==> src/inc/queue_flag_consts.vh <==
// Overview of operation
// - Full flag driven only on write code match
// - Code width 1 to 3 bits, 256 queues
// - Full flag released when no local write queue
// - Local write switches keep driving, show new status
// - Ready flag updates with output register load
// - Fall-through: flag rises after last word read
// - New queue data and flag after 4 cycles
// - Old queue words shown until switch completes
// - Ready flag changes only on clock edges
// - Empty status kept for every queue
// - Only selected read queue drives ready flag
// - Empty flag driven only on read code match
// - Empty flag released when no local read queue
// - Local read switches keep driving, show new status
// - New full status shown by fourth write edge
`ifndef QUEUE_FLAG_CONSTS_VH
`define QUEUE_FLAG_CONSTS_VH
`define QADDR_WIDTH 8
`define MAX_QUEUES 256
`define LOCAL_QUEUES 32
`define LOCAL_QBITS 5
`define CODE_BITS_DEFAULT 3
`define WRITE_SWITCH_LATENCY 3
`define READ_SWITCH_LATENCY 4
`define LAT_CNT_WIDTH 3
`endif

==> src/rtl/queue_status_flag_expansion.v <==
`timescale 1ns/10ps
`include "queue_flag_consts.vh"
// =====================================================
// Active queue full / output-ready flags with expansion
// =====================================================
module queue_status_flag_expansion
#(
  parameter CODE_BITS = `CODE_BITS_DEFAULT,
  parameter NQ = `LOCAL_QUEUES,
  parameter QB = `LOCAL_QBITS,
  parameter AW = `QADDR_WIDTH
)
(
  input wire CORE_CLK,
  input wire RESETN,
  input wire UNIT_CODE_BIT0,
  input wire UNIT_CODE_BIT1,
  input wire UNIT_CODE_BIT2,
  input wire FIRST_WORD_FALL_THROUGH,
  input wire [AW-1:0] WRITE_QUEUE_ADDR,
  input wire WRITE_ADDR_ENABLE,
  input wire [AW-1:0] READ_QUEUE_ADDR,
  input wire READ_ADDR_ENABLE,
  input wire READ_ENABLE_N,
  input wire [NQ-1:0] QUEUE_FULL,
  input wire [NQ-1:0] QUEUE_BECAME_NONEMPTY,
  input wire [NQ-1:0] QUEUE_DRAINED,
  input wire WORD_LOADED,
  output wire FULL_FLAG_N_O,
  output wire FULL_FLAG_N_OE,
  output wire EMPTY_FLAG_N_O,
  output wire EMPTY_FLAG_N_OE,
  output wire [QB-1:0] ACTIVE_READ_QUEUE,
  output wire [NQ-1:0] QUEUE_HAS_DATA
);
  // =====================================================
  // Reset synchroniser
  // =====================================================
  reg rst_meta;
  reg rst_n;
  always @(posedge CORE_CLK or negedge RESETN)
  begin
    if (!RESETN)
    begin
      rst_meta <= 1'b0;
      rst_n <= 1'b0;
    end
    else
    begin
      rst_meta <= 1'b1;
      rst_n <= rst_meta;
    end
  end

  // =====================================================
  // Unit code capture
  // =====================================================
  // Straps are caught once after reset release and never again
  reg [2:0] unit_code;
  reg code_taken;
  always @(posedge CORE_CLK or negedge rst_n)
  begin
    if (!rst_n)
    begin
      unit_code <= 3'h0;
      code_taken <= 1'b0;
    end
    else if (!code_taken)
    begin
      unit_code <= {UNIT_CODE_BIT2, UNIT_CODE_BIT1, UNIT_CODE_BIT0};
      code_taken <= 1'b1;
    end
  end

  // Only the top CODE_BITS address bits name the unit; 256 queues max
  function code_match;
    input [AW-1:0] addr;
    input [2:0] code;
    integer k;
    reg m;
    begin
      m = 1'b1;
      for (k = 0; k < CODE_BITS; k = k + 1)
        if (addr[AW-1-k] != code[CODE_BITS-1-k])
          m = 1'b0;
      code_match = m;
    end
  endfunction

  // =====================================================
  // Write port: full flag
  // =====================================================
  localparam [`LAT_CNT_WIDTH-1:0] WR_LAT = `WRITE_SWITCH_LATENCY;
  localparam [`LAT_CNT_WIDTH-1:0] RD_LAT = `READ_SWITCH_LATENCY;
  localparam [`LAT_CNT_WIDTH-1:0] CNT_IDLE = {`LAT_CNT_WIDTH{1'b0}};
  localparam [`LAT_CNT_WIDTH-1:0] CNT_ONE =
    {{(`LAT_CNT_WIDTH-1){1'b0}}, 1'b1};
  reg write_mine;
  reg [QB-1:0] write_q;
  reg [`LAT_CNT_WIDTH-1:0] write_cnt;
  reg full_n;
  reg next_write_mine;
  reg [QB-1:0] next_write_q;
  reg [`LAT_CNT_WIDTH-1:0] next_write_cnt;
  reg next_full_n;
  wire write_sel = WRITE_ADDR_ENABLE;
  // The flag follows the queue only when no switch is half done, so a
  // stale status is never presented as that of the new queue
  wire write_settled = (write_cnt == CNT_IDLE) || (write_cnt == WR_LAT);

  always @*
  begin
    next_write_mine = write_mine;
    next_write_q = write_q;
    next_write_cnt = write_cnt;
    next_full_n = full_n;
    if (write_sel)
    begin
      // Match held until the next selection on this port
      next_write_mine = code_match(WRITE_QUEUE_ADDR, unit_code);
      next_write_q = WRITE_QUEUE_ADDR[QB-1:0];
      next_write_cnt = CNT_ONE;
    end
    else if (write_cnt == WR_LAT)
      next_write_cnt = CNT_IDLE;
    else if (write_cnt != CNT_IDLE)
      next_write_cnt = write_cnt + CNT_ONE;
    // New queue status lands by the fourth edge after selection
    if (write_settled)
      next_full_n = ~QUEUE_FULL[write_q];
  end

  always @(posedge CORE_CLK or negedge rst_n)
  begin
    if (!rst_n)
    begin
      write_mine <= 1'b0;
      write_q <= {QB{1'b0}};
      write_cnt <= CNT_IDLE;
      full_n <= 1'b1;
    end
    else
    begin
      write_mine <= next_write_mine;
      write_q <= next_write_q;
      write_cnt <= next_write_cnt;
      full_n <= next_full_n;
    end
  end
  // Released automatically; no user control of high impedance
  assign FULL_FLAG_N_OE = write_mine;
  assign FULL_FLAG_N_O = full_n;

  // =====================================================
  // Read port: empty / output-ready flag
  // =====================================================
  wire read_sel = READ_ADDR_ENABLE;
  wire [NQ-1:0] has_data;
  wire sel_has_data;
  wire cur_has_data;
  wire read_switching;
  wire read_landing;
  reg read_mine;
  reg [QB-1:0] read_q;
  reg [QB-1:0] pend_q;
  reg [`LAT_CNT_WIDTH-1:0] read_cnt;
  reg ready_n;
  reg next_read_mine;
  reg [QB-1:0] next_read_q;
  reg [QB-1:0] next_pend_q;
  reg [`LAT_CNT_WIDTH-1:0] next_read_cnt;
  reg next_ready_n;

  assign read_switching = (read_cnt != CNT_IDLE);
  // A fresh selection on the landing edge restarts the switch instead
  assign read_landing = (read_cnt == RD_LAT) && !read_sel;

  // Status kept for all queues, selected or not
  queue_status_ram #(.DEPTH(NQ), .ABITS(QB)) u_status
  (
    .clk(CORE_CLK),
    .rst_n(rst_n),
    .set_vec(QUEUE_BECAME_NONEMPTY),
    .clr_vec(QUEUE_DRAINED),
    .rd_addr(read_switching ? pend_q : read_q),
    .rd_bit(sel_has_data),
    .all_bits(has_data)
  );
  assign QUEUE_HAS_DATA = has_data;
  // Words still come from the old queue while a switch is pending
  assign cur_has_data = has_data[read_q];

  always @*
  begin
    next_read_mine = read_mine;
    next_read_q = read_q;
    next_pend_q = pend_q;
    next_read_cnt = read_cnt;
    next_ready_n = ready_n;
    if (read_sel)
    begin
      next_read_mine = code_match(READ_QUEUE_ADDR, unit_code);
      next_pend_q = READ_QUEUE_ADDR[QB-1:0];
      next_read_cnt = CNT_ONE;
    end
    else if (read_landing)
    begin
      next_read_q = pend_q;
      next_read_cnt = CNT_IDLE;
    end
    else if (read_switching)
      next_read_cnt = read_cnt + CNT_ONE;
    // The landing edge owns the flag; a load there belongs to the new queue
    if (read_landing)
      next_ready_n = ~sel_has_data;
    else if (WORD_LOADED)
      next_ready_n = ~cur_has_data;
    else if (FIRST_WORD_FALL_THROUGH && !READ_ENABLE_N && !cur_has_data)
      next_ready_n = 1'b1;
  end

  always @(posedge CORE_CLK or negedge rst_n)
  begin
    if (!rst_n)
    begin
      read_mine <= 1'b0;
      read_q <= {QB{1'b0}};
      pend_q <= {QB{1'b0}};
      read_cnt <= CNT_IDLE;
      ready_n <= 1'b1;
    end
    else
    begin
      read_mine <= next_read_mine;
      read_q <= next_read_q;
      pend_q <= next_pend_q;
      read_cnt <= next_read_cnt;
      ready_n <= next_ready_n;
    end
  end
  // Flag only drives when this unit owns the selected read queue
  assign EMPTY_FLAG_N_OE = read_mine;
  assign EMPTY_FLAG_N_O = ready_n;
  assign ACTIVE_READ_QUEUE = read_q;
endmodule // queue_status_flag_expansion

==> src/rtl/queue_status_ram.v <==
`timescale 1ns/10ps
// Per-queue status bit store with registered read port
module queue_status_ram
#(
  parameter DEPTH = 32,
  parameter ABITS = 5
)
(
  input wire clk,
  input wire rst_n,
  input wire [DEPTH-1:0] set_vec,
  input wire [DEPTH-1:0] clr_vec,
  input wire [ABITS-1:0] rd_addr,
  output reg rd_bit,
  output wire [DEPTH-1:0] all_bits
);
  reg [DEPTH-1:0] bits;
  genvar i;
  generate
    for (i = 0; i < DEPTH; i = i + 1)
    begin : g_bit
      // Set wins over clear so a concurrent event is not lost
      always @(posedge clk or negedge rst_n)
      begin
        if (!rst_n)
          bits[i] <= 1'b0;
        else if (set_vec[i])
          bits[i] <= 1'b1;
        else if (clr_vec[i])
          bits[i] <= 1'b0;
      end
    end
  endgenerate
  always @(posedge clk or negedge rst_n)
  begin
    if (!rst_n)
      rd_bit <= 1'b0;
    else
      rd_bit <= bits[rd_addr];
  end
  assign all_bits = bits;
endmodule // queue_status_ram

==> config.mk <==
export PLATFORM = sky130hd
export DESIGN_NAME = queue_status_flag_expansion
export DESIGN_NICKNAME = d
export VERILOG_FILES = /design/src/rtl/queue_status_flag_expansion.v /design/src/rtl/queue_status_ram.v
export VERILOG_INCLUDE_DIRS = /design/src /design/src/inc
export SDC_FILE = /design/constraint.sdc
export NUM_CORES = 1
export LEC_CHECK = 0
export BUFFER_PORTS_ARGS = -buffer_cell sky130_fd_sc_hd__buf_2
export CAP_MARGIN = 15
export CORE_ASPECT_RATIO = 1.2
export CORE_MARGIN = 2
export CORE_UTILIZATION = 30
export CTS_CLUSTER_SIZE = 28
export DETAILED_ROUTE_END_ITERATION = 8
export MAX_ROUTING_LAYER = met4
export PLACE_DENSITY = 0.63
export SYNTH_ARGS = -nofsm -noshare
export SYNTH_HDL_FRONTEND = slang
export SYNTH_SLANG_ARGS = --single-unit
==> constraint.sdc <==
create_clock -name CORE_CLK -period 2.3 [get_ports CORE_CLK]
set_input_delay 0.23 -clock CORE_CLK [delete_from_list [all_inputs] [get_ports CORE_CLK]]
set_output_delay 0.23 -clock CORE_CLK [all_outputs]
set_load 0.02 [all_outputs]
==> results_dict.tcl, run 1 <==
set metrics [dict create \
    outcome "complete, no violations" \
    stdcell_area_um2 4950 \
    cts-root-buf "clkbuf_16" \
    path_clk_slew_ns 0.05 \
    via_per_inst 4.72 \
    track_usage 0.169 \
    crit_top_cell "a22oi_1" \
    hold_path_class "in -> reg" \
    finalNetCount 602 \
    cp_slowest_cell "dfrtp_1" \
    maxSlewHeadroom 0.519 \
    synth_compound_area_frac 0.121 \
    place_inst 613 \
    rows 42 \
    swShare 0.308 \
    critical_path_arrival_ns 2.43 \
    design.core.area_um2 11100 \
    synth_top_family_by_area "multiplexers" \
    cts_tree "done" \
    syn_avg_cell_area_um2 11.9 \
    routed-wl-met3_um 762 \
    top_layer "met4" \
    syn_area_um2 3460 \
    synth_ff_type "dfrtp_1" \
    clock_sinks 64 \
    synthArstFlopShare 1.00 \
    antenna_cells 0 \
    wl_met2_um 4960 \
    cp_top_family "multiplexers" \
    die_h_um 122 \
    drt-initial-drc-count 84 \
    dpl.hpwl_um 7860 \
    internal_power_mw 3.20 \
    drc 0 \
    grt_max_degree 27 \
    ant_nets 0 \
    place_area_um2 4540 \
    max_freq_ghz 0.449 \
    worst_clock_skew_ns 0.00687 \
    critPathBufInv 3 \
    max-vdd-ir-drop_mv 0.363 \
    ys_warn_count 0 \
    synth-xor-area-share 0.0202 \
    routed_wl_um 9710 \
    port_buffers 162 \
    final.period_utilization 0.968 \
    powerDensity_nw_per_um2 935 \
    post_drt_wl_per_cell_um 15.3 \
    timing.critical_path.required_ns 2.50 \
    synth-simple-area-share 0.0763 \
    leakage_nw 2.51 \
    met1_length_um 3800 \
    detail_route.first_pass.iterations 5 \
    synth_mux_area_frac 0.244 \
    path_class "reg -> reg" \
    fin_ws_ns 0.0741 \
    crit_path_start_kind "flop" \
    worstPathMaxFanout 6 \
    finalSetupViolCount 0 \
    cts_buffers 9 \
    drive_above_1_share 0.511 \
    pwr-share-clk 0.318 \
    cp_cell_sequence "inv_1, ha_1, nand2b_2, buf_6, mux2i_4, buf_12, mux2_4, a22oi_1, a32o_1, a22oi_1" \
    die_w_um 102 \
    grt.overflow.total 0 \
    start_util 0.311 \
    synth_edf_count 0 \
    cts_max_level 3 \
    globalplace.congestion 0.837 \
    finalMaxSlewViolations 0 \
    hold_ws_ns 0.0749 \
    period_needed_ns 2.23 \
    cp-end-kind "flop" \
    dpl_worst_slack_ns -0.0319 \
    ys_seq_area_frac 0.463 \
    synth-adder-area-share 0.0145 \
    grt_pass1_vias 3144 \
    pwr-share-seq 0.329 \
    area_delta_synth_final_pct 43.1 \
    worstMarginPinSlew_ns 0.703 \
    die_area_um2 12400 \
    route.vias.total 3000 \
    finalHoldViolations 0 \
    pwr-share-comb 0.354 \
    fin_cells 635 \
    ys_ff_latch 64 \
    cts_buffer_depth 2 \
    io_pins 163 \
    antenna_found_initial 0 \
    final_core_util 0.445 \
    p_sw_mw 1.43 \
    ys_types 47 \
    synth_cells 290 \
    clk_latency_ns 0.33 \
    cap_violations 0 \
    max_stage_delay_ns 0.37 \
    grt_pass1_wl_um 15400 \
]
power by group through the flow:
stage | clock network, mW | logic [mW] | registers, mW
3_3_place_gp | 0 | 1.48 | 1.53
6_report | 1.47 | 1.64 | 1.52
2_1_floorplan | 0 | 0.991 | 1.57
4_1_cts | 1.52 | 1.53 | 1.52
5_1_grt | 1.56 | 1.79 | 1.55
3_5_place_dp | 0 | 1.52 | 1.54
routing by layer:
metal,GRT usage,vias to the layer above
met5,-,-
met4,0.0642,0
met3,0.0390,18
met2,0.294,152
met1,0.187,1425
li1,-,1405
worst reg2reg max path, delay by kind of cell (launching register included):
| kind | cells | cell delay, ns |
|---|---|---|
| buf+inv | 3 | 0.35 |
| fa+ha+maj | 1 | 0.20 |
| compound gates | 3 | 0.44 |
| simple gates | 1 | 0.14 |
| flops | 1 | 0.37 |
| mux | 2 | 0.59 |
layout make-up:
cell class                      instances  area, µm²
Tap cell                              154        193
Clock buffer                           13        260
Inverter                               40        150
Multi-Input combinational cell        177       1680
Timing Repair Buffer                  184        998
Sequential cell                        64       1610
Clock inverter                          3       65.1
Fill cell                            1084       6190
cell usage after synthesis (2+ instances only):
library cell  number  area, µm²
nor3b_1            2       15.0
nand2_1           24       90.1
nand2b_1           6       37.5
a22oi_1            2       15.0
a21oi_1            5       25.0
nor2b_1            2       12.5
clkbuf_1           5       18.8
mux4_1             2       52.6
nor4bb_1           2       20.0
mux4_2            20        450
o21ai_0            4       20.0
nand4_1            2       12.5
xnor2_1            8       70.1
dfrtp_1           62       1550
o22ai_1            2       12.5
inv_1             40        150
mux2_2            18        203
mux2i_1            7       70.1
ha_1               4       50.1
a21o_1            33        248
nor2_1            10       37.5
buf_4              2       15.0
mux2_1             3       33.8
dfstp_2            2       52.6
sequential cells by signal (all words and copies together), names as in the netlist:
| register | flops |
|---|---|
| ACTIVE_READ_QUEUE | 5 |
| EMPTY_FLAG_N_O | 1 |
| EMPTY_FLAG_N_OE | 1 |
| FULL_FLAG_N_O | 1 |
| FULL_FLAG_N_OE | 1 |
| code_taken | 1 |
| pend_q | 5 |
| read_cnt | 3 |
| rst_meta | 1 |
| rst_n | 1 |
| u_status.all_bits | 32 |
| u_status.rd_bit | 1 |
| unit_code | 3 |
| write_cnt | 3 |
| write_q | 5 |
logic make-up after synthesis:
group / after synthesis
DFF: 64
AOI/OAI and AO/OA: 57
and+or+nand+nor: 54
muxes: 52
buffers and inverters: 50
xor gates and xnor gates: 8
adders and majority gates: 4
other: 1
worst paths after layout:
check / start / endpoint / slack [ns] / cells after the start
worst max-delay path: read_cnt[1] / u_status.rd_bit / 0.07 / 10
min in group asynchronous: rst_n / u_status.all_bits[30] / 0.14 / 0
max in group asynchronous: rst_n / FULL_FLAG_N_O / 1.49 / 1
worst min-delay path: QUEUE_BECAME_NONEMPTY[3] / u_status.all_bits[3] / 0.07 / 2
worst min register to register: rst_n / u_status.all_bits[30] / 0.14 / 0
worst max register to register: read_cnt[1] / u_status.rd_bit / 0.07 / 10
stage by stage:
step | power (mW) | setup TNS (ns)
3_3_place_gp | 3.01 | 0
5_1_grt | 4.91 | -0.00121
3_5_place_dp | 3.06 | -0.0345
6_report | 4.63 | 0
2_1_floorplan | 2.56 | 0
4_1_cts | 4.58 | 0
layout by cell type, fill, tap and decap left out, types with 2 or more instances in the layout:
master	n
a21o_1	33
a21oi_1	5
a22oi_1	2
buf_2	162
buf_4	18
buf_6	2
bufinv_16	2
clkbuf_1	2
clkbuf_16	9
clkbuf_8	2
conb_1	2
dfrtp_1	60
dfrtp_2	2
dfstp_2	2
ha_1	4
inv_1	40
mux2_2	17
mux2_4	3
mux2i_1	7
mux2i_4	2
mux4_1	2
mux4_2	20
nand2_1	24
nand2b_1	5
nand4_1	2
nor2_1	10
nor2b_1	2
nor3b_1	2
nor4bb_1	2
o21ai_0	4
o22ai_1	2
xnor2_1	8
what timing repair did:
action / 4_1_cts / 5_1_grt
hold buffers: 1 / 0
resized for setup: 0 / 8
hold endpoints to repair: 2 / 0
endpoints found under the setup margin: 1 / 2
pin swaps: 0 / 1
setup buffers: 1 / 4
(Power assumes the default switching activity.)
==> inputs of run 2 (changes only) <==
- ABC_AREA: unset -> 1
- PLACE_DENSITY: 0.63 -> 0.62
==> run 2 against run 1 <==
  * Count of clock-buffer cells in the layout is the same
  * Routed wire length rose by 5.0%
  * Core utilization fell by 2.6 points
  * Power is 0.61% lower
  * Cell count grew 24%
  * Via count is 21% higher
  * Sequential power decreased by 3%
==> results_dict.tcl, run 2 <==
set metrics [dict create \
    outcome "complete, no violations" \
    timing.critical_path.required_ns 2.52 \
    track_usage 0.168 \
    dpl.hpwl_um 8110 \
    grt.overflow.total 0 \
    rsz0062_at_grt "no" \
    cts_resized 0 \
    ant_nets 0 \
    largest_reg_flops 32 \
    io_pins 163 \
    hold_ws_ns 0.0716 \
    critPathBufInv 1 \
    crit_path_start_kind "flop" \
    synth_edf_count 0 \
    die_area_um2 12700 \
    max-vdd-ir-drop_mv 0.478 \
    grt_max_degree 38 \
    synth_top_family_by_area "simple AND/OR/NAND/NOR gates" \
    synth-xor-area-share 0.0124 \
    place_area_um2 4500 \
    grt_pass1_wl_um 16100 \
    via_per_inst 4.60 \
    grt_pass1_vias 3547 \
    finalMaxSlewViolations 0 \
    worst_clock_skew_ns 0.00341 \
    swShare 0.384 \
    p_sw_mw 1.77 \
    detail_route.first_pass.iterations 4 \
    drc 0 \
    pwr-share-comb 0.382 \
    finalNetCount 754 \
    route.vias.total 3635 \
    ys_ff_latch 64 \
    yosys.area.top_type "dfrtp_1" \
    cap_violations 0 \
    rows 43 \
    cp_slowest_cell "dfrtp_1" \
    fin_tns_setup_ns 0 \
    cp.depth 12 \
    n_fill_cell 1225 \
    stdcell_area_um2 4810 \
    multi_input_area_um2 1600 \
    synth-adder-area-share 0.0142 \
    synth_ff_type "dfrtp_1" \
    regArea_um2 1610 \
    routed_wl_um 10200 \
    max_stage_delay_ns 0.34 \
    cts_buffer_depth 2 \
    cp-end-kind "flop" \
    synth_compound_area_frac 0.126 \
    die_h_um 123 \
    synth_mux_area_frac 0.00318 \
    cp_top_family "simple AND/OR/NAND/NOR gates" \
    synth_area_leaders "dfrtp_1 (44%), nand2_1 (15%), nand3_1 (12%)" \
    drive_above_1_share 0.306 \
    period_needed_ns 1.86 \
    worstPathMaxFanout 16 \
    critical_path_arrival_ns 2.08 \
    synthArstFlopShare 1.00 \
    ys_warn_count 0 \
    cts_max_level 3 \
    holdPathStages 2 \
    power_mw 4.60 \
    synth_cells 462 \
    cts_buffers 9 \
    ff2ff_path_depth 12 \
    synth_top_area_frac 0.439 \
    drt-initial-drc-count 214 \
    synth_common_cells "nand2_1 (143), nand3_1 (85), dfrtp_1 (62)" \
    port_buffers 162 \
    final.period_utilization 0.809 \
    area_delta_synth_final_pct 36.1 \
    crit_top_cell "nand2_1" \
    clk_latency_ns 0.33 \
    powerDensity_nw_per_um2 956 \
    maxSlewHeadroom 0.601 \
    finalHoldViolations 0 \
    antenna_found_initial 0 \
    internal_power_mw 2.84 \
    final_common_cell "buf_2" \
    path_class "reg -> reg" \
    finalSetupViolCount 0 \
    pwr-share-clk 0.298 \
    yosysMostFrequentCell "nand2_1" \
    cts_tree "done" \
    max_freq_ghz 0.538 \
    start_util 0.307 \
    cp_cell_sequence "inv_1, ha_1, nand2_2, nand2_1, nand2_2, nand2_1, nand3_1, nand3_1, nand3_1, nand2_1, nand2_1, nand2_1" \
    globalplace.congestion 0.864 \
    antenna_cells 0 \
    hold_path_class "in -> reg" \
    design.core.area_um2 11500 \
    final_cell_mix "buf_2 (162), nand2_1 (143), nand3_1 (85)" \
    cts-root-buf "clkbuf_16" \
    leakage_nw 2.62 \
    syn_avg_cell_area_um2 7.65 \
    ys_types 30 \
    path_clk_slew_ns 0.05 \
    worstMarginPinSlew_ns 0.598 \
    post_drt_wl_per_cell_um 12.9 \
    ys_seq_area_frac 0.454 \
    clock_sinks 64 \
    synth-simple-area-share 0.295 \
    pwr-share-seq 0.319 \
    syn_area_um2 3540 \
    die_w_um 103 \
]
## run 2: metrics by stage
stage / std cells / utilization / setup slack (ns)
2_1_floorplan: 463 / - / 0.390
3_3_place_gp: 773 / 0.391 / 0.534
3_5_place_dp: 773 / 0.391 / 0.465
4_1_cts: 790 / 0.418 / 0.450
5_1_grt: 790 / 0.418 / 0.250
6_report: 790 / 0.418 / 0.440
## run 2: cell families after synthesis
family,after synthesis
adders and majority gates,4
xor gates and xnor gates,5
AOI/OAI and AO/OA,67
other,1
buffers and inverters,77
and+or+nand+nor,243
DFF,64
muxes,1
## run 2: per-layer routing
metal	global-route usage	vias up	part of all wire
met1	0.202	1691	0.43
met3	0.0271	20	0.053
met5	-	-	0
met4	0.0641	0	0.020
li1	-	1815	-
met2	0.282	109	0.49
## run 2: path summary, 6_finish.rpt
path                                   start  slack, ns               endpoint
max                              read_cnt[0]       0.44        u_status.rd_bit
min                        QUEUE_DRAINED[29]       0.07  u_status.all_bits[29]
max reg2reg                      read_cnt[0]       0.44        u_status.rd_bit
min reg2reg                            rst_n       0.28           write_cnt[1]
max in group asynchronous              rst_n       1.36         EMPTY_FLAG_N_O
min in group asynchronous             RESETN       0.21                  rst_n
## run 2: repair_timing
action	4_1_cts	5_1_grt
endpoints found under the hold margin	2	0
setup buffers	0	0
hold buffers	1	0
## run 2: power by group through the flow
stage                     combinational, mW  clock, mW  sequential (mW)
after floorplan                        1.17          0             1.58
after global placement                 1.73          0             1.48
after detailed placement               1.76          0             1.49
after CTS                              1.77       1.41             1.47
after global routing                   2.00       1.45             1.50
final                                  1.76       1.37             1.47
## run 2: area by class of cell
type | count | share of cell area
Inverter | 63 | 0.0491
Timing Repair Buffer | 168 | 0.181
Multi-Input combinational cell | 322 | 0.333
Clock inverter | 3 | 0.00832
Clock buffer | 13 | 0.0541
Sequential cell | 64 | 0.334
Tap cell | 157 | 0.0408
